`config.mk`:
```
export PLATFORM = sky130hd
export DESIGN_NAME = crp_regs
export DESIGN_NICKNAME = d
export VERILOG_FILES = /design/src/crp_pkg.sv /design/src/crp_regs.sv /design/src/crp_prio_cmp.sv
export VERILOG_INCLUDE_DIRS = /design/src /design/src/src
export SDC_FILE = /design/constraint.sdc
export NUM_CORES = 1
export LEC_CHECK = 0
export BUFFER_PORTS_ARGS = -buffer_cell sky130_fd_sc_hd__buf_2
export CORE_ASPECT_RATIO = 0.75
export CORE_UTILIZATION = 45
export DETAILED_ROUTE_END_ITERATION = 8
export PLACE_DENSITY = 0.73
export REMOVE_ABC_BUFFERS = 1
export SKIP_LAST_GASP = 1
export SYNTH_ARGS = -nofsm -noshare
export SYNTH_HDL_FRONTEND = slang
export SYNTH_SLANG_ARGS = --single-unit
export TNS_END_PERCENT = 5
```
`constraint.sdc`:
```
create_clock -name mclk -period 2 [get_ports mclk]
set_clock_uncertainty 0.15 [all_clocks]
set_input_delay 0.3 -clock mclk [delete_from_list [all_inputs] [get_ports mclk]]
set_output_delay 0.3 -clock mclk [all_outputs]
set_load 0.01 [all_outputs]
```
`src/crp_regs.svh`:
```
// command codes, field positions and reset values of the remap/priority bank
`ifndef CRP_REGS_SVH
`define CRP_REGS_SVH

`define CRP_CMD_REMAP     8'h26
`define CRP_CMD_PRIO12    8'h27
`define CRP_CMD_CHRST     8'h1a

`define CRP_REMAP_RST     8'he4
`define CRP_PRIO_RST      8'h00

`define CRP_PRIO_CH1_LSB  0
`define CRP_PRIO_CH2_LSB  4
`define CRP_PRIO_RD_MASK  8'h77

`define CRP_SYNC_STAGES   2

`endif

```
`src/crp_pkg.sv`:
```
// types shared by the remap and priority register bank
package crp_pkg;

  // one two-bit physical channel code per logical channel, ch4 on top
  typedef struct packed {
    logic [1:0] log4;
    logic [1:0] log3;
    logic [1:0] log2;
    logic [1:0] log1;
  } crp_remap_t;

  typedef struct packed {
    logic [2:0] ch2;
    logic [2:0] ch1;
  } crp_prio_t;

  // one byte-wide command from the serial management front end
  typedef struct packed {
    logic       valid;
    logic       write;
    logic [7:0] code;
    logic [7:0] wdata;
  } crp_cmd_t;

  typedef struct packed {
    crp_remap_t remap;
    crp_prio_t  prio;
    logic [7:0] rdata;
    logic       rvalid;
    logic       wr_ack;
    logic       wr_reject;
    logic [1:0] ch_off;
    logic       rstn_s1;
    logic       rstn_s2;
    logic       stb_s1;
    logic       stb_s2;
    logic       stb_s3;
    logic [2:0] code_s1;
    logic [2:0] code_s2;
  } crp_state_t;

endpackage

```
`src/crp_regs.sv`:
```
// remap table and ch1/ch2 shutdown priority register bank
//
// Overview of operation
// - The remap table is one read/write byte at command 26h.
// - Two-bit fields pick physical channel 1..4, logical ch4 on top.
// - At power-on the remap byte is e4h, the identity mapping.
// - A remap write with any repeated code is rejected and the old map stays.
// - A rejected remap write changes no field at all.
// - A channel reset command at 1Ah leaves the remap table alone.
// - The reset pin keeps the remap byte; only power-on reloads it.
// - At 27h: ch2 prio in 6:4, ch1 in 2:0, bits 7 and 3 unused, reset 0.
// - A shutdown code turns off each channel with priority >= code.
`timescale 1ns/10ps
`include "crp_regs.svh"
module crp_regs
  import crp_pkg::*;
#(
  parameter int NLOG = 4
)
(
  input  wire logic             mclk,            // 100 MHz system clock
  input  wire logic             sys_rst,         // power-on reset, sync high
  input  wire logic             reset_pin_n,     // hardware reset pin, async
  input  wire crp_cmd_t         cmd,             // command from bus front end
  input  wire logic             group_off,       // all group channels off
  input  wire logic             mbit_prty_en,    // 3-bit priority mode on
  input  wire logic [2:0]       serial_shutdown_input, // shutdown code pins
  input  wire logic             shutdown_strobe, // code strobe pin
  output logic                  cmd_hit,         // code belongs to this bank
  output logic      [7:0]       rdata,           // read data
  output logic                  rvalid,          // read data valid pulse
  output logic                  wr_ack,          // write accepted pulse
  output logic                  wr_reject,       // remap write refused pulse
  output crp_remap_t            remap,           // active remap table
  output logic [NLOG-1:0][3:0]  phys_sel,        // one-hot physical per lch
  output crp_prio_t             prio,            // ch1/ch2 priorities
  output logic      [1:0]       ch_off           // turn-off pulse, ch1 bit0
);

  // pin stages start at idle level: no false pin reset after power-on
  localparam crp_state_t ST_RST = '{
    remap:     crp_remap_t'(`CRP_REMAP_RST),
    prio:      crp_prio_t'(`CRP_PRIO_RST),
    rdata:     8'h00,
    rvalid:    1'h0,
    wr_ack:    1'h0,
    wr_reject: 1'h0,
    ch_off:    2'h0,
    rstn_s1:   1'h1,
    rstn_s2:   1'h1,
    stb_s1:    1'h0,
    stb_s2:    1'h0,
    stb_s3:    1'h0,
    code_s1:   3'h0,
    code_s2:   3'h0
  };

  crp_state_t q_ff;
  crp_state_t nxt_q;
  logic [1:0] cmp_off;
  logic       stb_rise;
  logic       pin_rst;
  logic       dup;
  logic       off_fire;
  logic       hit_remap;
  logic       hit_prio;
  crp_remap_t wr_map;

  // any pair of equal codes makes the value illegal
  function automatic logic has_dup(input crp_remap_t m);
    logic [3:0][1:0] f;
    logic            d;
    f = m;
    d = 1'h0;
    for (int a = 0; a < 3; a++)
    begin
      for (int b = a + 1; b < 4; b++)
      begin
        d = d || (f[a] == f[b]);
      end
    end
    return d;
  endfunction

  assign wr_map   = crp_remap_t'(cmd.wdata);
  assign dup      = has_dup(wr_map);
  assign stb_rise = q_ff.stb_s2 && !q_ff.stb_s3;
  assign pin_rst  = !q_ff.rstn_s2;
  assign off_fire = stb_rise && mbit_prty_en;
  assign hit_remap = (cmd.code == `CRP_CMD_REMAP);
  assign hit_prio  = (cmd.code == `CRP_CMD_PRIO12);

  // code pins pass the same two stages as the strobe, so the host must
  // settle the code before raising the strobe
  crp_prio_cmp #(
    .NCH (2)
  ) u_cmp (
    .prio (q_ff.prio),
    .code (q_ff.code_s2),
    .fire (off_fire),
    .off  (cmp_off)
  );

  always_comb
  begin
    cmd_hit = hit_remap || hit_prio;
  end

  always_comb
  begin
    nxt_q = q_ff;
    // third strobe stage only feeds the rising-edge detect
    nxt_q.rstn_s1   = reset_pin_n;
    nxt_q.rstn_s2   = q_ff.rstn_s1;
    nxt_q.stb_s1    = shutdown_strobe;
    nxt_q.stb_s2    = q_ff.stb_s1;
    nxt_q.stb_s3    = q_ff.stb_s2;
    nxt_q.code_s1   = serial_shutdown_input;
    nxt_q.code_s2   = q_ff.code_s1;
    nxt_q.rvalid    = 1'b0;
    nxt_q.wr_ack    = 1'b0;
    nxt_q.wr_reject = 1'b0;
    nxt_q.ch_off    = cmp_off;

    if (cmd.valid)
    begin
      unique case (cmd.code)
        `CRP_CMD_REMAP:
        begin
          if (cmd.write)
          begin
            // refuse whole byte, never a partial field update
            if (dup || !group_off)
            begin
              nxt_q.wr_reject = 1'b1;
            end
            else
            begin
              // a write taken while pin reset is seen still lands
              nxt_q.remap  = wr_map;
              nxt_q.wr_ack = 1'b1;
            end
          end
          else
          begin
            nxt_q.rdata  = q_ff.remap;
            nxt_q.rvalid = 1'b1;
          end
        end
        `CRP_CMD_PRIO12:
        begin
          if (cmd.write)
          begin
            // bits 7 and 3 are not stored and read back as zero
            nxt_q.prio.ch1 = cmd.wdata[`CRP_PRIO_CH1_LSB +: 3];
            nxt_q.prio.ch2 = cmd.wdata[`CRP_PRIO_CH2_LSB +: 3];
            nxt_q.wr_ack   = 1'b1;
          end
          else
          begin
            nxt_q.rdata  = {1'b0, q_ff.prio.ch2, 1'b0, q_ff.prio.ch1}
                           & `CRP_PRIO_RD_MASK;
            nxt_q.rvalid = 1'b1;
          end
        end
        `CRP_CMD_CHRST:
        begin
          // channel reset belongs to the channel logic; map kept as is
          nxt_q.remap = q_ff.remap;
        end
        default:
        begin
          // foreign codes are answered elsewhere; a read here gives zero
          if (!cmd.write)
          begin
            nxt_q.rdata = 8'h00;
          end
        end
      endcase
    end

    // pin reset clears priorities but spares the remap table
    if (pin_rst)
    begin
      nxt_q.prio   = crp_prio_t'(`CRP_PRIO_RST);
      nxt_q.ch_off = 2'b00;
    end
  end

  // sys_rst is power-on, the only event that reloads the identity map
  always_ff @(posedge mclk)
  begin
    if (sys_rst)
    begin
      q_ff <= ST_RST;
    end
    else
    begin
      q_ff <= nxt_q;
    end
  end

  // select follows the table with no extra cycle of latency
  genvar i;
  generate
    for (i = 0; i < NLOG; i = i + 1)
    begin : g_sel
      assign phys_sel[i] = 4'h1 << q_ff.remap[i*2 +: 2];
    end
  endgenerate

  assign rdata     = q_ff.rdata;
  assign rvalid    = q_ff.rvalid;
  assign wr_ack    = q_ff.wr_ack;
  assign wr_reject = q_ff.wr_reject;
  assign remap     = q_ff.remap;
  assign prio      = q_ff.prio;
  assign ch_off    = q_ff.ch_off;

endmodule

```
`src/crp_prio_cmp.sv`:
```
// per-channel shutdown priority comparator
`timescale 1ns/10ps
module crp_prio_cmp
  import crp_pkg::*;
#(
  parameter int NCH = 2
)
(
  input  wire logic [NCH*3-1:0] prio,     // packed 3-bit priorities, ch1 low
  input  wire logic [2:0]       code,     // received shutdown code
  input  wire logic             fire,     // code is valid this cycle
  output logic      [NCH-1:0]   off       // channel must turn off
);

  genvar i;
  generate
    for (i = 0; i < NCH; i = i + 1)
    begin : g_ch
      // a lower priority value is kept on; equal or above code drops
      assign off[i] = fire && (code <= prio[i*3 +: 3]);
    end
  endgenerate

endmodule

```
; After elaboration in Yosys (flattened, before gate mapping)
; Index checks and enable logic that the tools add are counted.
[classes]
n_lt_le_gt_ge = 2
eq_ne = 9
n_shift = 4
n_mux = 9
bitwise = 6
n_reduce_logical = 19
[op_table]
columns = op, count
row1 = 8-bit one-hot mux with 3 select lines, 1
row2 = 9-bit two-way mux, 2
row3 = "8-bit by 6-bit equality test with 1-bit output, second input constant", 2
row4 = "1-bit by 2-bit left shift with 4-bit output, first input constant", 4
row5 = 2-bit equality test, 6
row6 = "8-bit by 5-bit equality test with 1-bit output, second input constant", 1
row7 = 8-bit two-way mux, 1
row8 = 1-bit logical OR, 7
row9 = 3-bit less-or-equal comparator, 2
row10 = 1-bit inverter, 6
row11 = 3-bit AND reduction, 2
row12 = 1-bit logical AND, 4
row13 = 2-bit one-hot mux with 2 select lines, 1
row14 = 4-bit AND reduction, 1
row15 = 2-bit OR reduction, 2
row16 = 4-bit OR reduction, 1
row17 = 1-bit two-way mux, 3
row18 = 1-bit zero test, 2
row19 = 2-bit two-way mux, 1
[totals]
reg_bits = 38
in_bits = 27
output_inout_bits = 44

; Depth between registers and ports, before layout
; Gate-level depths: netlist (run 1).
[depth]
ltp_word = 10
ltp_mapped = 7
depth_no_buf = 7

; Cells and area by module
; From an unflattened synthesis (run 1), not the netlist that was laid out.
[unflattened]
cells_unflattened = 225
area_unflattened_um2 = 2026.9
[modules_own_cells]
columns = module, n_inst, cells_each, area_per_inst_um2
row1 = crp_regs, 1, 204, 1865.5
row2 = crp_prio_cmp, 1, 21, 161.4

; Worst setup path after synthesis (run 1)
; OpenSTA, ideal clock, no wires.
[synth_path]
path_type = input -> register
start = input port cmd[11] (netlist name)
end = register q_ff, in the netlist prio[0]
setup_time_ps = 120
arrival_ps = 1403
slack_ps = 327
path_stages = 7
n_path_buf = 1
cell_sequence = and4bb_2 nand2_1 buf_2 inv_1 nand4_2 mux2i_1 nor2_1
[synth_via]
elab_chain_len = 2
[synth_lines]
columns = item, line
row1 = "start, declared", crp_regs.sv:24  ; input wire crp_cmd_t cmd,
row2 = 8-bit by 6-bit equality test with 1-bit output, crp_regs.sv:127  ; unique case (cmd.code)
row3 = 3-bit AND reduction (no source line), -
row4 = "end signal, assigned", crp_regs.sv:199  ; q_ff <= nxt_q;
row5 = "end, declared", crp_regs.sv:58  ; crp_state_t q_ff;
; Every way passes these cells.
; A chain may end at the register's enable or synchronous reset.

; Worst setup path after layout (run 1)
[layout_path]
start = input port cmd[15] (netlist name)
end = output port cmd_hit
[layout_via]
elab_chain_len = 2
elab_cells_between_ends = 3
[layout_lines]
columns = item, line
row1 = 8-bit by 6-bit equality test with 1-bit output, -
row2 = 1-bit logical OR *, crp_regs.sv:106  ; cmd_hit = hit_remap || hit_prio;
row3 = "end, declared", crp_regs.sv:29  ; output logic cmd_hit,
; Mark *: on every way between the ends. The rest lies on a longest branch, timed or not.

==> results.json, run 1 <==
{
  "status": "complete, no violations",
  "final-hold-violation-count": 0,
  "cp_num_buf_inv": 4,
  "p_int_mw": 1.06,
  "dp_hpwl_mm": 2.96,
  "cts_tree": "built",
  "setup_violations": 0,
  "multi_input_area_um2": 956,
  "port_buffers": 70,
  "finalPower_mw": 1.40,
  "clock_sinks": 38,
  "fp.dieArea_mm2": 0.00468,
  "layout.cells.non_filler": 323,
  "routed_via_density": 4.87,
  "wirelength_mm": 4.01,
  "die_w_um": 78.7,
  "holdPathStages": 2,
  "antenna_found_initial": 0,
  "place_inst": 316,
  "numCtsBuffers": 5,
  "worst_pin_slew_ns": 0.647,
  "seqPwrFrac_pct": 55.0,
  "reg2reg_slack_ns": 0.55,
  "mostFrequentLayoutCell": "buf_2",
  "pwr-share-comb_pct": 9.7,
  "cts_resized": 0,
  "ys_seq_area_share_pct": 38.3,
  "fillerInstances": 405,
  "worst_ep_arrival_time_ns": 1.16,
  "timing.rr.end": "ch_off[0]",
  "htreeDepth": 2,
  "diodes": 0,
  "drc_errors": 0,
  "drive_above_1_share_pct": 35.8,
  "final_cell_mix": "buf_2 (70), dfxtp_1 (38), nor2_1 (29)",
  "synthesis.area_mm2": 0.00198,
  "syn_avg_cell_area_um2": 8.98,
  "startpoint": "cmd[15]",
  "place.gp.congestion": 0.773,
  "postCtsSetupRepairBufs": 0,
  "cap_violations": 0,
  "path_common_cell": "buf_2",
  "grt_start_max_net_pins": 36,
  "via_count": 1573,
  "slew-limit-headroom_pct": 56.9,
  "ys_ff_latch": 38,
  "grt_pass1_wl_mm": 6.39,
  "clock_latency_ns": 0.29,
  "hold_path_class": "in -> reg",
  "hold_path_end": "nxt_q[9]",
  "grt_pass1_vias": 1345,
  "rsz0062_at_grt": "false",
  "p_leak_nw": 1.09,
  "max_stage_delay_ns": 0.24,
  "crit_type": "in -> out",
  "period_minus_slack_ns": 1.61,
  "die_y_um": 59.5,
  "critPathRequiredTime_ns": 1.55,
  "final_nets": 301,
  "drt_iter0_drc": 66,
  "cp_slowest_cell": "nor3b_1",
  "regArea_um2": 761,
  "yosysWarnings": 0,
  "core_area_mm2": 0.00413,
  "post-route-period-util_pct": 80.4,
  "hp-start": "reset_pin_n",
  "initial_core_util_pct": 48.1,
  "cts_root_buffer": "clkbuf_8",
  "grt_usage_pct": 18.3,
  "worst_setup_path_start_kind": "primary input",
  "gr-total-overflow": 0,
  "critPathMaxFanout": 10,
  "fmax_ghz": 0.622,
  "ant_nets": 0,
  "worstReg2RegStart": "prio[1]",
  "firstDrtPassIters": 4,
  "drv_slew": 0,
  "row_count": 20,
  "powerDensity_mw_per_mm2": 614,
  "reg2regPathDepth": 6,
  "irDropWorstVdd_mv": 0.278,
  "clockPowerShare_pct": 35.3,
  "detail_route.wl_per_cell_um": 12.4,
  "crit_chain": "buf_2, nor3b_1, nand2_1, buf_4, inv_1, buf_2",
  "postCtsHoldBufs": 0,
  "critPathTopFamily": "buffers and inverters",
  "end_kind": "output port",
  "p_switching_mw": 0.341,
  "clock_path_buffers": 2,
  "ios": 71,
  "syn_inst": 221,
  "synth_cell_types": 31,
  "clk_pin_slew_ns": 0.07,
  "area_growth_syn_to_layout_pct": 15.0,
  "swShare_pct": 24.3,
  "utilization_pct": 55.3
}
routing by layer:
| layer | wire, um | GRT usage [%] | up-vias |
|---|---|---|---|
| met1 | 2090 | 25.9 | 702 |
| met5 | 0 | 0 | - |
| met3 | 268 | 4.92 | 9 |
| met2 | 1580 | 26.0 | 62 |
| met4 | 70 | 7.94 | 0 |
| li1 | - | - | 800 |
power groups by stage:
stage,logic [mW],clock network (mW),registers [mW]
CTS,0.136,0.506,0.770
global route,0.151,0.547,0.770
finish,0.136,0.495,0.770
global placement,0.132,0,0.787
detailed placement,0.135,0,0.788
floorplan,0.0633,0,0.787
cell type report:
cell class	count	area share, %
Multi-Input combinational cell	140	41.9
Inverter	8	1.32
Clock buffer	5	3.02
Tap cell	55	3.02
Sequential cell	38	33.3
Timing Repair Buffer	75	17.0
Clock inverter	2	0.439
sequential cells by signal (all words and copies together) (netlist names):
name and flops:
ch_off 2, q_ff 5, rdata 8, rvalid 1, wr_reject 1, wr_ack 1
nxt_q 6, prio 6, remap 8
logic make-up after synthesis:
kind of cell,Yosys count,synth area share (%)
muxes,16,8.07
and+or+nand+nor,79,21.5
adders and majority gates,6,3.78
DFF,38,38.3
AOI/OAI and AO/OA,27,9.52
xor gates and xnor gates,12,5.30
buffers and inverters,43,13.5
synth_stat cells:
library cell | count | area, um2
or2_2 | 2 | 12.5
a21o_1 | 2 | 15.0
nand3_1 | 4 | 20.0
xor2_1 | 12 | 105
nand4_2 | 1 | 12.5
a21bo_2 | 4 | 40.0
nand2b_1 | 2 | 12.5
clkbuf_2 | 1 | 5.00
dfxtp_1 | 38 | 761
nor4_2 | 1 | 12.5
inv_1 | 8 | 30.0
a31oi_1 | 2 | 12.5
o21ai_2 | 1 | 8.76
ha_1 | 6 | 75.1
nor3_1 | 9 | 45.0
nor2b_1 | 17 | 106
buf_2 | 3 | 15.0
clkbuf_1 | 4 | 15.0
nor3b_1 | 2 | 15.0
nor2_1 | 29 | 109
o22ai_1 | 2 | 12.5
a41o_1 | 1 | 10.0
nand4b_1 | 1 | 8.76
mux2i_1 | 16 | 160
and4bb_2 | 1 | 12.5
a21oi_1 | 11 | 55.1
buf_4 | 27 | 203
a21oi_2 | 4 | 35.0
nand2_1 | 3 | 11.3
nor4b_1 | 2 | 17.5
and2_1 | 5 | 31.3
per-stage QoR:
stage | setup WS, ns | instance area, um2 | setup TNS [ns] | hold WS (ns)
2_1_floorplan | -0.136 | 1750 | -0.542 | 0.212
3_3_place_gp | 0.167 | 2200 | 0 | 0.242
3_5_place_dp | 0.123 | 2200 | 0 | 0.251
4_1_cts | 0.395 | 2280 | 0 | 0.0444
5_1_grt | 0.285 | 2280 | 0 | 0.0349
6_report | 0.391 | 2280 | 0 | 0.0451
worst register-to-register path, cell delays in order (launching register included):
cell and delay [ns]:
dfxtp_1 0.40, inv_1 0.07, ha_1 0.31, a21o_1 0.17
a21oi_1 0.13, a31oi_1 0.06, nor2_1 0.09
worst max path at each step:
stage	endpoint	slack, ns	cells after the start
2_1_floorplan	remap[2]	-0.14	5
3_3_place_gp	prio[0]	0.17	8
3_5_place_dp	prio[0]	0.12	8
4_1_cts	cmd_hit	0.39	6
5_1_grt	prio[3]	0.28	8
6_report	cmd_hit	0.39	6
Power figures use the tool's default switching activity.
==> run 2: changes to the inputs <==
==> constraint.sdc (replaced) <==
create_clock -name mclk -period 1.6 [get_ports mclk]
set_clock_uncertainty 0.15 [all_clocks]
set_input_delay 0.24 -clock mclk [delete_from_list [all_inputs] [get_ports mclk]]
set_output_delay 0.24 -clock mclk [all_outputs]
set_load 0.01 [all_outputs]
==> results.json, run 2 (synthesis results as in run 1) <==
{
  "route.top_layer_used": "met4",
  "drt_iter0_drc": 72,
  "timing.rr.end": "ch_off[0]",
  "irDropWorstVdd_mv": 0.569,
  "rsz0062_at_grt": "true",
  "drc_errors": 0,
  "firstDrtPassIters": 4,
  "wirelength_mm": 4.26,
  "layout_setup_ws_ns": 0.0342,
  "period_minus_slack_ns": 1.57,
  "worstReg2RegStart": "prio[1]",
  "die_y_um": 59.5,
  "place.gp.congestion": 0.769,
  "slew-limit-headroom_pct": 73.3,
  "row_count": 20,
  "status": "complete, no violations",
  "detail_route.wl_per_cell_um": 12.4,
  "drive_above_1_share_pct": 38.8,
  "dp_slack_ns": -0.232,
  "wl_met3_um": 287,
  "holdPathStages": 3,
  "crit_chain": "buf_2, nor3b_1, nand2_1, buf_4, inv_1, buf_4, buf_2",
  "reg2regPathDepth": 6,
  "gr-total-overflow": 0,
  "clock_latency_ns": 0.30,
  "cts_tree": "built",
  "clock_path_buffers": 2,
  "port_buffers": 70,
  "grt_pass1_vias": 1484,
  "fmax_ghz": 0.639,
  "dp_hpwl_mm": 3.19,
  "setup_violations": 0,
  "grt_pass1_wl_mm": 6.82,
  "ant_nets": 0,
  "mostFrequentLayoutCell": "buf_2",
  "final-hold-violation-count": 0,
  "final_nets": 321,
  "cp_slowest_cell": "nor3b_1",
  "cts_root_buffer": "clkbuf_8",
  "utilization_pct": 60.2,
  "worst_pin_slew_ns": 0.400,
  "htreeDepth": 2,
  "met2_length_mm": 1.86,
  "clock_sinks": 38,
  "core_area_mm2": 0.00413,
  "finalPower_mw": 1.97,
  "via_count": 1639,
  "routed_via_density": 4.76,
  "critPathMaxFanout": 2,
  "routedLengthMet1_mm": 2.07,
  "die_w_um": 78.7,
  "numCtsBuffers": 5,
  "end_kind": "output port",
  "grt_start_max_net_pins": 23,
  "hold_path_class": "in -> reg",
  "hold_path_end": "ch_off[0]",
  "antenna_found_initial": 0,
  "critPathTopFamily": "buffers and inverters",
  "postCtsSetupRepairBufs": 0,
  "ios": 71,
  "powerDensity_mw_per_mm2": 792,
  "final_cell_mix": "buf_2 (70), dfxtp_1 (38), nor2_1 (29)",
  "worst_setup_path_start_kind": "primary input",
  "area_growth_syn_to_layout_pct": 25.2,
  "initial_core_util_pct": 48.1,
  "max_stage_delay_ns": 0.25,
  "p_leak_nw": 1.19,
  "clk_pin_slew_ns": 0.07,
  "cp_num_buf_inv": 5,
  "worst_ep_arrival_time_ns": 1.18,
  "diodes": 0,
  "crit_type": "in -> out",
  "reg2reg_slack_ns": 0.17,
  "critPathRequiredTime_ns": 1.21,
  "fp.dieArea_mm2": 0.00468,
  "cap_violations": 0,
  "drv_slew": 0,
  "hp-start": "mbit_prty_en",
  "grt_usage_pct": 19.9,
  "post-route-period-util_pct": 97.9
}
[run 2: timing repair]
action / CTS / global route
endpoints found under the setup margin: 0 / 7
resized for setup: 0 / 1
hold buffers: 5 / 0
hold endpoints to repair: 5 / 0
[run 2: final cells by class]
type                            instances  area [um2]
Clock buffer                            5        68.8
Clock inverter                          3        40.0
Fill cell                             368        1650
Inverter                                8        30.0
Multi-Input combinational cell        140         965
Sequential cell                        38         761
Tap cell                               55        68.8
Timing Repair Buffer                   95         551
[run 2: tightest hold or removal path: stages]
cell and delay, ns:
buf_2 0.10, nand4b_1 0.09, nor2_1 0.05
[run 2: stage by stage]
step	cells	area, um2	hold slack (ns)	TNS, ns
final	344	2480	0.0707	0
after floorplan	186	1750	0.152	-3.61
after global placement	331	2320	0.243	-2.01
after global routing	344	2480	0.0665	-0.105
after CTS	344	2470	0.0673	0
after detailed placement	331	2320	0.256	-2.57
[run 2: report_power, final]
part | leakage [nW] | switching (mW) | internal, mW | total (mW)
logic | 0.826 | 0.102 | 0.102 | 0.205
registers | 0.309 | 0.00390 | 0.958 | 0.962
clock network | 0.0579 | 0.341 | 0.459 | 0.799
total | 1.19 | 0.447 | 1.52 | 1.97
[run 2: worst max-delay path by stage]
stage | start | slack [ns] | to | cells after the start
after floorplan | cmd[15] | -0.48 | remap[2] | 5
after global placement | cmd[15] | -0.18 | prio[5] | 8
after detailed placement | cmd[15] | -0.23 | prio[2] | 8
after CTS | cmd[15] | 0.04 | prio[0] | 8
after global routing | cmd[15] | -0.10 | cmd_hit | 7
final | cmd[15] | 0.03 | cmd_hit | 7
[run 2: metal layers]
metal,global-route usage (%),vias up
met3,7.69,4
met2,30.8,51
li1,-,843
met5,0,-
met4,8.47,0
met1,24.8,741
